--- src/hw/dppia_pkg.sv ---
package dppia_pkg;

    ////////////////////////////////////////////////////////////////////////////
    // Register selection, coded as {select_high, select_low}
    localparam logic [1:0] SEL_A_DATA = 2'h0;
    localparam logic [1:0] SEL_A_CTRL = 2'h1;
    localparam logic [1:0] SEL_B_DATA = 2'h2;
    localparam logic [1:0] SEL_B_CTRL = 2'h3;

    ////////////////////////////////////////////////////////////////////////////
    // Control register fields
    localparam int CTL_FLAG1_BIT      = 7;
    localparam int CTL_FLAG2_BIT      = 6;
    localparam int CTL_EDGE2_BIT      = 4;
    localparam int CTL_EN2_BIT        = 3;
    localparam int CTL_DIR_ACCESS_BIT = 2;
    localparam int CTL_EDGE1_BIT      = 1;
    localparam int CTL_EN1_BIT        = 0;
    localparam logic [7:0] CTL_WRITE_MASK = 8'h3f;

    ////////////////////////////////////////////////////////////////////////////
    // Reset values
    localparam logic [7:0] CONTROL_RESET   = 8'h00;
    localparam logic [7:0] DIRECTION_RESET = 8'h00;
    localparam logic [7:0] LATCH_RESET     = 8'h00;

    ////////////////////////////////////////////////////////////////////////////
    // Timing
    localparam int SYNC_STAGES = 2;

    typedef enum logic [1:0] {
        BUS_IDLE,
        BUS_READ,
        BUS_WRITE
    } dppia_bus_e;

endpackage

--- src/hw/dppia_sync.sv ---
`timescale 1ns/1ps
module dppia_sync #(
    parameter int WIDTH = 8
) (
    input  wire logic             i_clock,
    input  wire logic             i_rst_n,
    input  wire logic [WIDTH-1:0] i_async,
    output logic      [WIDTH-1:0] o_sync
);
    import dppia_pkg::*;

    logic [WIDTH-1:0] meta_ff;

    // A zero-width stage has nothing to carry
    if (WIDTH < 1) begin : g_bad_width
        $error("dppia_sync: WIDTH must be at least 1");
    end

    // First stage feeds only the second, nothing else looks at it
    always_ff @(posedge i_clock or negedge i_rst_n) begin
        if (!i_rst_n) begin
            meta_ff <= '0;
            o_sync  <= '0;
        end else begin
            meta_ff <= i_async;
            o_sync  <= meta_ff;
        end
    end
endmodule // dppia_sync

--- src/hw/dppia_edge.sv ---
`timescale 1ns/1ps
module dppia_edge (
    input  wire logic i_clock,
    input  wire logic i_rst_n,
    input  wire logic i_level,
    input  wire logic i_rising_sel,
    output logic      o_event
);
    import dppia_pkg::*;

    logic prev_ff;
    logic primed_ff;

    // First sample after reset only primes, so a high line is no false edge
    always_ff @(posedge i_clock or negedge i_rst_n) begin
        if (!i_rst_n) begin
            prev_ff   <= 1'b0;
            primed_ff <= 1'b0;
        end else begin
            prev_ff   <= i_level;
            primed_ff <= 1'b1;
        end
    end

    // one pulse per edge
    assign o_event = primed_ff && (i_rising_sel ? (i_level && !prev_ff) : (!i_level && prev_ff));
endmodule // dppia_edge

--- src/hw/dppia_top.sv ---
// What this block does
// Selects 00 pick side A port data or direction by access bit; 01 side A control.
// Selects 10 pick side B port data or direction by access bit; 11 side B control.
// Side B port read returns latch bits for outputs, pin levels for inputs.
// One active-low open-drain request output per side, wired-OR capable.
// Flags sit at control bits 6 and 7, each gated by its own enable.
// Active edge on side A first control input always sets bit 7.
// Side A request pulls low while bit 7 and bit 0 are both set.
// Side A second control input edge sets bit 6; requests with bit 3.
// Side A port data read clears side A bits 6 and 7.
// Side B flags and enables behave exactly as side A.
// Side B port data read clears side B bits 6 and 7.
// Direction bit 1 makes a port line output, 0 makes it input.
// Side B input lines have their drivers disabled.
// Side A port read returns pin levels on all eight lines.
// Access only while both high selects high and low select low.
// Write data latched during phase two high, stored after it falls.
// Control bit 1 picks first control input edge: 0 falling, 1 rising.
// Control inputs are synchronised and edges detected once each.
// Reset clears all registers: lines inputs, requests released.
`timescale 1ns/1ps
module dppia_top (
    input  wire logic       i_clock,
    input  wire logic       i_reset_n,
    // Processor side
    input  wire logic       i_phase2,
    input  wire logic       i_chip_sel_hi_first,
    input  wire logic       i_chip_sel_hi_second,
    input  wire logic       i_chip_sel_low_n,
    input  wire logic       i_select_low,
    input  wire logic       i_select_high,
    input  wire logic       i_read,
    input  wire logic [7:0] i_data,
    output logic      [7:0] o_data,
    output logic            o_data_oe,
    input  wire logic       i_side_a_request_n,
    output logic            o_side_a_request_n,
    output logic            o_side_a_request_n_oe,
    input  wire logic       i_side_b_request_n,
    output logic            o_side_b_request_n,
    output logic            o_side_b_request_n_oe,
    // Peripheral side
    input  wire logic [7:0] i_side_a_pins,
    output logic      [7:0] o_side_a_pins,
    output logic      [7:0] o_side_a_pins_oe,
    input  wire logic [7:0] i_side_b_pins,
    output logic      [7:0] o_side_b_pins,
    output logic      [7:0] o_side_b_pins_oe,
    input  wire logic       i_side_a_ctl_in1,
    input  wire logic       i_side_a_ctl_io2,
    input  wire logic       i_side_b_ctl_in1,
    input  wire logic       i_side_b_ctl_io2
);
    import dppia_pkg::*;

    ////////////////////////////////////////////////////////////////////////////
    // Reset release
    logic [SYNC_STAGES-1:0] rst_pipe_ff;
    logic                   rst_n;

    always_ff @(posedge i_clock or negedge i_reset_n) begin
        if (!i_reset_n) begin
            rst_pipe_ff <= '0;
        end else begin
            rst_pipe_ff <= {rst_pipe_ff[SYNC_STAGES-2:0], 1'b1};
        end
    end
    assign rst_n = rst_pipe_ff[SYNC_STAGES-1];

    ////////////////////////////////////////////////////////////////////////////
    // Pin synchronisers
    logic [14:0] bus_s;
    logic [7:0]  pins_a_s;
    logic [7:0]  pins_b_s;
    logic [3:0]  ctl_s;

    dppia_sync #(.WIDTH(15)) u_sync_bus (
        .i_clock (i_clock),
        .i_rst_n (rst_n),
        .i_async ({i_phase2, i_chip_sel_hi_first, i_chip_sel_hi_second, i_chip_sel_low_n,
                   i_select_high, i_select_low, i_read, i_data}),
        .o_sync  (bus_s)
    );

    dppia_sync #(.WIDTH(8)) u_sync_pins_a (
        .i_clock (i_clock),
        .i_rst_n (rst_n),
        .i_async (i_side_a_pins),
        .o_sync  (pins_a_s)
    );

    dppia_sync #(.WIDTH(8)) u_sync_pins_b (
        .i_clock (i_clock),
        .i_rst_n (rst_n),
        .i_async (i_side_b_pins),
        .o_sync  (pins_b_s)
    );

    // control inputs through two flops
    dppia_sync #(.WIDTH(4)) u_sync_ctl (
        .i_clock (i_clock),
        .i_rst_n (rst_n),
        .i_async ({i_side_b_ctl_io2, i_side_b_ctl_in1, i_side_a_ctl_io2, i_side_a_ctl_in1}),
        .o_sync  (ctl_s)
    );

    logic       phase2_s;
    logic       selected;
    logic [1:0] sel_s;
    logic       read_s;
    logic [7:0] data_s;

    assign phase2_s = bus_s[14];
    // chip select decode
    assign selected = bus_s[13] && bus_s[12] && !bus_s[11];
    assign sel_s    = bus_s[10:9];
    assign read_s   = bus_s[8];
    assign data_s   = bus_s[7:0];

    ////////////////////////////////////////////////////////////////////////////
    // Bus cycle tracking
    dppia_bus_e bus_state_ff;
    logic [1:0] addr_ff;
    logic [7:0] wdata_ff;
    logic       phase2_fall;

    always_ff @(posedge i_clock or negedge rst_n) begin
        if (!rst_n) begin
            bus_state_ff <= BUS_IDLE;
            addr_ff      <= 2'h0;
        end else begin
            case (bus_state_ff)
                BUS_IDLE: begin
                    if (phase2_s && selected) begin
                        bus_state_ff <= read_s ? BUS_READ : BUS_WRITE;
                        addr_ff      <= sel_s;
                    end
                end
                BUS_READ, BUS_WRITE: begin
                    if (!phase2_s) begin
                        bus_state_ff <= BUS_IDLE;
                    end
                end
                default: bus_state_ff <= BUS_IDLE;
            endcase
        end
    end

    assign phase2_fall = (bus_state_ff != BUS_IDLE) && !phase2_s;

    // hold the data seen while phase two is high
    always_ff @(posedge i_clock or negedge rst_n) begin
        if (!rst_n) begin
            wdata_ff <= 8'h00;
        end else if (bus_state_ff == BUS_WRITE && phase2_s) begin
            wdata_ff <= data_s;
        end
    end

    ////////////////////////////////////////////////////////////////////////////
    // Per-side registers
    logic [7:0] ctrl_ff  [2];
    logic [7:0] dir_ff   [2];
    logic [7:0] latch_ff [2];
    logic [1:0] ev1;
    logic [1:0] ev2;
    logic [1:0] port_read_done;
    logic [1:0] req;
    logic [7:0] pins_s   [2];
    logic [7:0] port_view[2];

    assign pins_s[0] = pins_a_s;
    assign pins_s[1] = pins_b_s;
    // side A reads pins on every line
    assign port_view[0] = pins_s[0];
    // side B reads latch on outputs, pins on inputs
    assign port_view[1] = (latch_ff[1] & dir_ff[1]) | (pins_s[1] & ~dir_ff[1]);

    for (genvar s = 0; s < 2; s++) begin : g_side
        logic wr_data;
        logic wr_ctrl;
        logic dir_access;

        assign dir_access = ctrl_ff[s][CTL_DIR_ACCESS_BIT];
        assign wr_data    = phase2_fall && bus_state_ff == BUS_WRITE && addr_ff == 2'(2*s);
        assign wr_ctrl    = phase2_fall && bus_state_ff == BUS_WRITE && addr_ff == 2'(2*s+1);
        // port read is a read of the data slot with access bit set
        // same for side B
        assign port_read_done[s] = phase2_fall && bus_state_ff == BUS_READ
                                   && addr_ff == 2'(2*s) && dir_access;

        // first control input edge chosen by bit 1
        dppia_edge u_edge1 (
            .i_clock      (i_clock),
            .i_rst_n      (rst_n),
            .i_level      (ctl_s[2*s]),
            .i_rising_sel (ctrl_ff[s][CTL_EDGE1_BIT]),
            .o_event      (ev1[s])
        );

        dppia_edge u_edge2 (
            .i_clock      (i_clock),
            .i_rst_n      (rst_n),
            .i_level      (ctl_s[2*s+1]),
            .i_rising_sel (ctrl_ff[s][CTL_EDGE2_BIT]),
            .o_event      (ev2[s])
        );

        // data slot goes to latch or direction by access bit
        // side B decodes the same way
        // cleared at reset
        always_ff @(posedge i_clock or negedge rst_n) begin
            if (!rst_n) begin
                latch_ff[s] <= LATCH_RESET;
                dir_ff[s]   <= DIRECTION_RESET;
            end else if (wr_data) begin
                if (dir_access) begin
                    latch_ff[s] <= wdata_ff;
                end else begin
                    dir_ff[s] <= wdata_ff;
                end
            end
        end

        // Writable control bits
        always_ff @(posedge i_clock or negedge rst_n) begin
            if (!rst_n) begin
                ctrl_ff[s][5:0] <= CONTROL_RESET[5:0];
            end else if (wr_ctrl) begin
                ctrl_ff[s][5:0] <= wdata_ff[5:0] & CTL_WRITE_MASK[5:0];
            end
        end

        // edge sets bit 7 regardless of enable; set beats clear
        // side B flags alike
        always_ff @(posedge i_clock or negedge rst_n) begin
            if (!rst_n) begin
                ctrl_ff[s][CTL_FLAG1_BIT] <= CONTROL_RESET[CTL_FLAG1_BIT];
            end else if (ev1[s]) begin
                ctrl_ff[s][CTL_FLAG1_BIT] <= 1'b1;
            end else if (port_read_done[s]) begin
                ctrl_ff[s][CTL_FLAG1_BIT] <= 1'b0;
            end
        end

        // second input edge sets bit 6
        always_ff @(posedge i_clock or negedge rst_n) begin
            if (!rst_n) begin
                ctrl_ff[s][CTL_FLAG2_BIT] <= CONTROL_RESET[CTL_FLAG2_BIT];
            end else if (ev2[s]) begin
                ctrl_ff[s][CTL_FLAG2_BIT] <= 1'b1;
            end else if (port_read_done[s]) begin
                ctrl_ff[s][CTL_FLAG2_BIT] <= 1'b0;
            end
        end

        // each flag gated by its own enable
        // bit 7 with bit 0
        assign req[s] = (ctrl_ff[s][CTL_FLAG1_BIT] && ctrl_ff[s][CTL_EN1_BIT])
                     || (ctrl_ff[s][CTL_FLAG2_BIT] && ctrl_ff[s][CTL_EN2_BIT]);
    end

    ////////////////////////////////////////////////////////////////////////////
    // Outputs
    logic [1:0] req_oe_ff;
    logic [7:0] rdata;

    // open drain, only ever pulls low
    always_ff @(posedge i_clock or negedge rst_n) begin
        if (!rst_n) begin
            req_oe_ff <= 2'h0;
        end else begin
            req_oe_ff <= req;
        end
    end
    assign o_side_a_request_n    = 1'b0;
    assign o_side_a_request_n_oe = req_oe_ff[0];
    assign o_side_b_request_n    = 1'b0;
    assign o_side_b_request_n_oe = req_oe_ff[1];

    // direction bit 1 drives the line
    // side B inputs left undriven
    assign o_side_a_pins    = latch_ff[0];
    assign o_side_a_pins_oe = dir_ff[0];
    assign o_side_b_pins    = latch_ff[1];
    assign o_side_b_pins_oe = dir_ff[1];

    always_comb begin
        case (addr_ff)
            SEL_A_DATA: rdata = ctrl_ff[0][CTL_DIR_ACCESS_BIT] ? port_view[0] : dir_ff[0];
            SEL_A_CTRL: rdata = ctrl_ff[0];
            SEL_B_DATA: rdata = ctrl_ff[1][CTL_DIR_ACCESS_BIT] ? port_view[1] : dir_ff[1];
            SEL_B_CTRL: rdata = ctrl_ff[1];
            default:    rdata = 8'h00;
        endcase
    end

    // Refreshed every cycle of the read, so late pin changes still reach the bus
    always_ff @(posedge i_clock or negedge rst_n) begin
        if (!rst_n) begin
            o_data <= 8'h00;
        end else if (bus_state_ff == BUS_READ) begin
            o_data <= rdata;
        end
    end
    assign o_data_oe = (bus_state_ff == BUS_READ) && phase2_s;
endmodule // dppia_top

--- config.mk ---
export PLATFORM = sky130hd
export DESIGN_NAME = dppia_top
export DESIGN_NICKNAME = d
export VERILOG_FILES = /design/src/hw/dppia_pkg.sv /design/src/hw/dppia_sync.sv /design/src/hw/dppia_edge.sv /design/src/hw/dppia_top.sv
export SDC_FILE = /design/constraint.sdc
export NUM_CORES = 1
export LEC_CHECK = 0
export BUFFER_PORTS_ARGS = -buffer_cell sky130_fd_sc_hd__buf_2
export CAP_MARGIN = 0
export CORE_UTILIZATION = 35
export DETAILED_ROUTE_END_ITERATION = 8
export GPL_TIMING_DRIVEN = 0
export SYNTH_ARGS = -nofsm -noshare
export SYNTH_HDL_FRONTEND = slang
export SYNTH_SLANG_ARGS = --single-unit
--- constraint.sdc ---
create_clock -name i_clock -period 4.1 [get_ports i_clock]
set_input_delay 0.41 -clock i_clock [delete_from_list [all_inputs] [get_ports i_clock]]
set_output_delay 0.41 -clock i_clock [all_outputs]
set_load 0.02 [all_outputs]
==> impl_results.md, run 1 <==
* Worst Clk Skew at 0.005543 ns
* Violation count after the first detailed-route iteration at 123
* Area contributors post-synth: dfrtp_1 (71%), mux2_2 (13%), mux2_4 (2.3%), a22o_1 (1.5%), inv_1 (1.1%)
* Critical Path End Type: register
* Largest registers: ctrl_ff x16, u_sync_bus.meta_ff x15, u_sync_bus.o_sync x15
* HP Class: in -> reg
* Site row count at 44
* CP Class: reg -> reg
* Max Cap Viol at 0
* Vias in the first global route at 3134
* Critical path data arrival time at 2.70 ns
* Core Region at 14530 sq um
* Post-synth EDFFs at 0
* Peak VDD IR at 0.0003000 V
* Global-route wire length before repair at 17230 microns
* DRT antenna net count at 0
* Grt ovf at 0
* Netlist Area Pre-Place at 5215 sq um
* Worst slew margin at 51.45%
* Fillers at 1359
* Post-route minimum period at 2.396 ns
* Die W at 124.1 microns
* Final slew viol count at 0
* Post-synthesis sequential area ratio at 70.54%
* Initial Utilization at 35.88%
* Type of origin of the critical path: register
* GRT Util Overall at 15.68%
* Share of the synthesized area in the top cell type at 70.54%
* Antenna violations before repair at 0
* DR vias at 3008
* H-tree depth at 4
* Routability cong. at 0.7951
* Via/cell ratio at 4.759
* Fraction of layout cells with a size suffix above 1 at 42.63%
* Final WL at 10860 microns
* Final Cycle Share at 58.43%
* Ys flop type: dfrtp_1
* Placed Instances at 599
* Hold Vio Cnt, Final at 0
* Drt drc at 0
* Worst-Margin Slew at 0.7227 ns
* Full die area at 15390 sq um
* Pin count of the biggest net entering global routing at 69
* FF+latch count, synth at 147
* Reg with most FFs: ctrl_ff
* Largest register FFs at 16
* DRT Pass-1 Iters at 4
* Final non-filler cell total at 632
* Avg Inst Size Synth at 15.71 sq um
* CTS Root Buffer Type: clkbuf_16
* Critical Path RT at 4.41 ns
* WL per Instance at 17.18 microns
* IO buf count at 79
* Nets at 477
* Fmax at 417.4 MHz
* ANT cells at 0
* Async set or reset register ratio after synthesis at 100.0%
* Leakage power at 3.116 nW
* Synth unique cells at 40
* Final setup violation count at 0
* RSZ-0062 raised after global routing: false
* Setup_tns at 0 ns
* Num CTS Buffers at 17
* Syn. warnings at 0
* Reg clk slew, reported paths at 0.06 ns
* Area Growth Syn to Fin at 24.14%
* Worst skew pair latency at 0.43 ns
* Chip height at 124.1 microns
* I/O pin count at 84
* CTS max path bufs at 2
* Outcome: completed
* Syn Inst Count at 332
* CTS tree: built
* DP HPWL at 7509 microns
* PwrDens at 631.1 nW/um^2
* Crit Path Max Fanout at 9
* Clock sink total at 147
* Area leader, netlist: dfrtp_1
-- critical path, stage by stage, from the launching register on --
cell and delay, ns:
dfrtp_1 0.36, clkbuf_1 0.20, nor2_1 0.57, nand3_1 0.66, mux2_2 0.47
-- kinds of logic (layout without fill, tap and decap cells) --
logic type / count (synthesis) / after routing / synth area share (%)
DFF: 147 / 147 / 70.54
muxes: 68 / 68 / 15.24
AOI/OAI and AO/OA: 48 / 48 / 6.694
and+or+nand+nor: 37 / 37 / 4.391
adders and majority gates: 3 / 3 / 0.7198
buffers and inverters: 27 / 141 / 2.279
other: 2 / 4 / 0.1440
-- metal layers --
metal,track usage (%),up-vias,part of all wire (%),wire [microns]
met4,6.920,0,1.9,211
met2,23.79,66,49,5279
met5,0,-,0,0
li1,-,1378,-,-
met1,19.89,1547,44,4755
met3,5.998,17,5.6,612
-- layout make-up --
type | instances | area, sq um | area share [%]
Buffer | 12 | 62.56 | 0.9664
Inverter | 15 | 56.30 | 0.8697
Clock inverter | 12 | 107.6 | 1.662
Sequential cell | 147 | 3682 | 56.88
Multi-Input combinational cell | 160 | 1425 | 22.01
Timing Repair Buffer | 82 | 452.9 | 6.997
Tap cell | 184 | 230.2 | 3.556
Clock buffer | 20 | 456.7 | 7.055
-- cells in the final DEF (no fill, tap or decap), types with 2 or more instances in the layout --
cell type and count:
dfrtp_1 146, buf_2 81, mux2_2 59, clkbuf_16 17, inv_1 15, a21oi_1 10, a22o_1 9, clkbuf_1 8
nor2_1 8, mux2_4 8, a31oi_1 7, a221oi_1 6, o2bb2ai_1 6, nand2_1 6, clkinvlp_4 6, nand2b_1 5
o22ai_1 4, conb_1 4, nand3_1 3, ha_1 3, clkinv_2 3, nor3_2 2, o21ai_0 2, buf_4 2
clkbuf_8 2
-- where the power goes --
part / switching [mW] / internal (mW) / leakage (nW) / total [mW]
sequential: 0.198 / 1.66 / 1.81 / 1.86
combinational: 0.446 / 0.328 / 1.04 / 0.774
clock: 0.593 / 0.863 / 0.260 / 1.46
total: 1.24 / 2.85 / 3.12 / 4.09
-- per-stage QoR --
step                      cell area (sq um)  utilization (%)  power [mW]  setup WS (ns)  hold WS [ns]
after global routing                   6474            44.54       4.287          1.565       0.06680
after floorplan                        5224                -       2.341          1.661        0.1144
after detailed placement               5899            40.59       2.662          1.673        0.2007
after CTS                              6474            44.54       4.138          1.673       0.06198
after global placement                 5849            40.25       2.636         0.9399        0.1945
final                                  6474            44.54       4.085          1.704       0.08476
-- cells in the mapped netlist, types with 2 or more instances --
cell type and n:
o2bb2ai_1 6, o21ai_0 2, inv_1 15, nand3_1 3, buf_2 2, buf_4 2
dfrtp_1 147, a31oi_1 7, clkbuf_1 7, mux2_2 59, nand2b_1 5, a22o_1 9
nand2_1 6, mux2_4 8, a221oi_1 6, conb_1 2, o22ai_1 4, ha_1 3
nor3_2 2, a21oi_1 10, nor2_1 8
-- worst paths after layout --
path | startpoint | to | slack [ns] | cells after the start
setup / recovery | addr_ff[0] | o_side_a_pins[4] | 1.70 | 4
hold / removal | i_data[2] | u_sync_bus.meta_ff[2] | 0.08 | 1
setup reg to reg | addr_ff[0] | o_side_a_pins[4] | 1.70 | 4
hold reg to reg | rst_pipe_ff[1] | u_sync_pins_b.o_sync[2] | 0.31 | 0
max in group asynchronous | rst_pipe_ff[1] | g_side[1].u_edge2.prev_ff | 2.80 | 2
min in group asynchronous | i_reset_n | rst_pipe_ff[1] | 0.29 | 2
-- timing repair --
action / 4_1_cts / 5_1_grt
setup buffers: 0 / 0
hold endpoints to repair: 2 / 0
hold buffers: 1 / 0
gates resized for setup: 0 / 0
Note: power is estimated with default switching activity, not from simulation.
==> run 2: changes to the inputs <==
- clock period: 4.1 -> 2.1 ns (I/O delays scaled with it)
==> run 2 against run 1 <==
Against the previous run:
- non-clock buffer count up 39
- total power is 110% higher
- die area did not move
- sequential share of layout area is 4.3 points lower
- critical path type unchanged
- largest power group unchanged
==> impl_results.md, run 2 (same netlist as run 1, synthesis figures left out) <==
* Via/cell ratio at 4.748 (was 4.759)
* Pin count of the biggest net entering global routing at 59 (was 69)
* CTS max path bufs at 2 (unchanged)
* Max Cap Viol at 0 (unchanged)
* CP Class: reg -> reg (unchanged)
* Outcome: completed (unchanged)
* Max incr delay on CP at 0.49 ns (was 0.66 ns)
* Clock sink total at 147 (unchanged)
* Final slew viol count at 0 (unchanged)
* Core Region at 14530 sq um (unchanged)
* Crit Path Max Fanout at 8 (was 9)
* Chip height at 124.1 microns (unchanged)
* Final Cycle Share at 97.56% (was 58.43%)
* HP Class: in -> async (was in -> reg)
* Final setup violation count at 0 (unchanged)
* Worst Clk Skew at 0.007580 ns (was 0.005543 ns)
* Reg2reg end: o_side_b_pins_oe[4] (was o_side_a_pins[4])
* WHS at 0.1111 ns (was 0.08476 ns)
* CTS tree: built (unchanged)
* Initial Utilization at 35.88% (unchanged)
* Critical Path RT at 2.40 ns (was 4.41 ns)
* Peak VDD IR at 0.0005656 V (was 0.0003000 V)
* Crit path from: bus_state_ff[1] (was addr_ff[0])
* Final non-filler cell total at 671 (was 632)
* DR vias at 3186 (was 3008)
* Vias in the first global route at 3342 (was 3134)
* Full die area at 15390 sq um (unchanged)
* Layout Utilization at 48.14% (was 44.54%)
* Global-route wire length before repair at 18110 microns (was 17230 microns)
* Critical Path End Type: register (unchanged)
* PwrDens at 1210 nW/um^2 (was 631.1 nW/um^2)
* Commonest cells after routing, fill and taps aside: dfrtp_1 (146), buf_2 (81), mux2_2 (59) (unchanged)
* Largest register FFs at 16 (unchanged)
* RSZ-0062 raised after global routing: true (was false)
* DRT Pass-1 Iters at 4 (unchanged)
* CP Buf/Inv Count at 1 (unchanged)
* Critical path data arrival time at 2.35 ns (was 2.70 ns)
* Reg2reg start: bus_state_ff[1] (was addr_ff[0])
* Commonest non-fill, non-tap cell in the layout: dfrtp_1 (unchanged)
* Die W at 124.1 microns (unchanged)
* Largest registers: ctrl_ff x16, u_sync_bus.meta_ff x15, u_sync_bus.o_sync x15 (unchanged)
* Cell Chain, Critical Path: inv_1 > ha_4 > or3b_4 > or3_4 > mux2_4 (was clkbuf_1 > nor2_1 > nand3_1 > mux2_2)
* Reg-to-reg setup timing slack at 0.05 ns (was 1.70 ns)
* Num CTS Buffers at 17 (unchanged)
* H-tree depth at 4 (unchanged)
* Drt drc at 0 (unchanged)
* Setup_tns at 0 ns (unchanged)
* ANT cells at 0 (unchanged)
* Antenna violations before repair at 0 (unchanged)
* CTS Root Buffer Type: clkbuf_16 (unchanged)
* DRT antenna net count at 0 (unchanged)
* Fillers at 1300 (was 1359)
* DP HPWL at 7546 microns (was 7509 microns)
* Area Growth Syn to Fin at 34.17% (was 24.14%)
* Leakage power at 3.350 nW (was 3.116 nW)
* Top Family by Delay on Critical Path: simple AND/OR/NAND/NOR gates (unchanged)
* Final WL at 11250 microns (was 10860 microns)
* Type of origin of the critical path: register (unchanged)
* Fraction of layout cells with a size suffix above 1 at 41.48% (was 42.63%)
* Worst slew margin at 56.96% (was 51.45%)
* Nets at 516 (was 477)
* Hold Vio Cnt, Final at 0 (unchanged)
* Reg with most FFs: ctrl_ff (unchanged)
* Post-route minimum period at 2.049 ns (was 2.396 ns)
* Worst-Margin Slew at 0.6457 ns (was 0.7227 ns)
* IO buf count at 79 (unchanged)
* Violation count after the first detailed-route iteration at 159 (was 123)
* WL per Instance at 16.77 microns (was 17.18 microns)
* Placed Instances at 599 (unchanged)
* Worst skew pair latency at 0.42 ns (was 0.43 ns)
* Register-to-Register Path Depth at 5 (was 4)
* Setup ws final at 0.05123 ns (was 1.704 ns)
* GRT Util Overall at 16.30% (was 15.68%)
* Routability cong. at 0.7985 (was 0.7951)
* Place WS at -0.2854 ns (was 1.673 ns)
* Site row count at 44 (unchanged)
* I/O pin count at 84 (unchanged)
* Fmax at 488.1 MHz (was 417.4 MHz)
* Grt ovf at 0 (unchanged)
* Reg clk slew, reported paths at 0.06 ns (about the same)
* Worst path slowest cell: or3_4 (was nand3_1)
[run 2: cell types whose count changed in the layout (fill, tap and decap cells not counted), moves of 3 or more]
| cell | before | now |
|---|---|---|
| clkinvlp_4 | 6 | 3 |
| buf_4 | 2 | 5 |
| clkinv_4 | 1 | 4 |
| bufinv_16 | 1 | 4 |
| dlygate4sd3_1 | 1 | 36 |
| clkinv_2 | 3 | 0 |
[run 2: routing by layer]
| layer | part of all wire [%] | global-route usage [%] | up-vias |
|---|---|---|---|
| met4 | 2.2 | 6.771 | 0 |
| met2 | 49 | 25.55 | 82 |
| met5 | 0 | 0 | - |
| li1 | - | - | 1459 |
| met1 | 44 | 20.96 | 1625 |
| met3 | 4.7 | 4.945 | 20 |
[run 2: worst reg2reg max path: stages (launching register included)]
cell,delay (ns)
dfrtp_1,0.37
inv_1,0.09
ha_4,0.18
or3b_4,0.46
or3_4,0.50
mux2_4,0.33
[run 2: cell type report]
type / instances / area, sq um / share of cell area [%]
Clock inverter: 14 / 203.9 / 2.915
Multi-Input combinational cell: 160 / 1475 / 21.08
Sequential cell: 147 / 3682 / 52.63
Timing Repair Buffer: 122 / 864.6 / 12.36
Inverter: 15 / 56.30 / 0.8047
Tap cell: 184 / 230.2 / 3.290
Buffer: 11 / 55.05 / 0.7868
Clock buffer: 18 / 429.2 / 6.134
[run 2: worst max path at each step]
stage,slack (ns),cells past startpoint,endpoint
2_1_floorplan,0.10,6,o_side_b_pins_oe[0]
3_3_place_gp,-0.27,4,o_side_a_pins[0]
3_5_place_dp,-0.29,4,o_side_a_pins[2]
4_1_cts,0.006,6,o_side_b_pins_oe[4]
5_1_grt,-0.003,5,o_side_b_pins_oe[7]
6_report,0.05,5,o_side_b_pins_oe[4]
[run 2: what timing repair did]
action                                  in CTS  in global routing
endpoints found under the setup margin      39                 31
gates resized for setup                      7                  7
hold buffers                                36                  0
pin swaps                                    3                  2
buffers inserted                             4                  1
endpoints found under the hold margin       37                  0
[run 2: through the flow]
stage / cell area (sq um) / total power, mW
global placement: 5852 / 5.149
detailed placement: 5907 / 5.203
finish: 6997 / 8.463
floorplan: 5226 / 4.571
global route: 6997 / 8.861
CTS: 6970 / 8.516
[run 2: power by group]
part           leakage [nW]  switching [mW]  internal, mW  total [mW]
Sequential             1.81           0.386          3.24        3.62
Clock                 0.298            1.19          2.00        3.19
Combinational          1.24           0.931         0.718        1.65
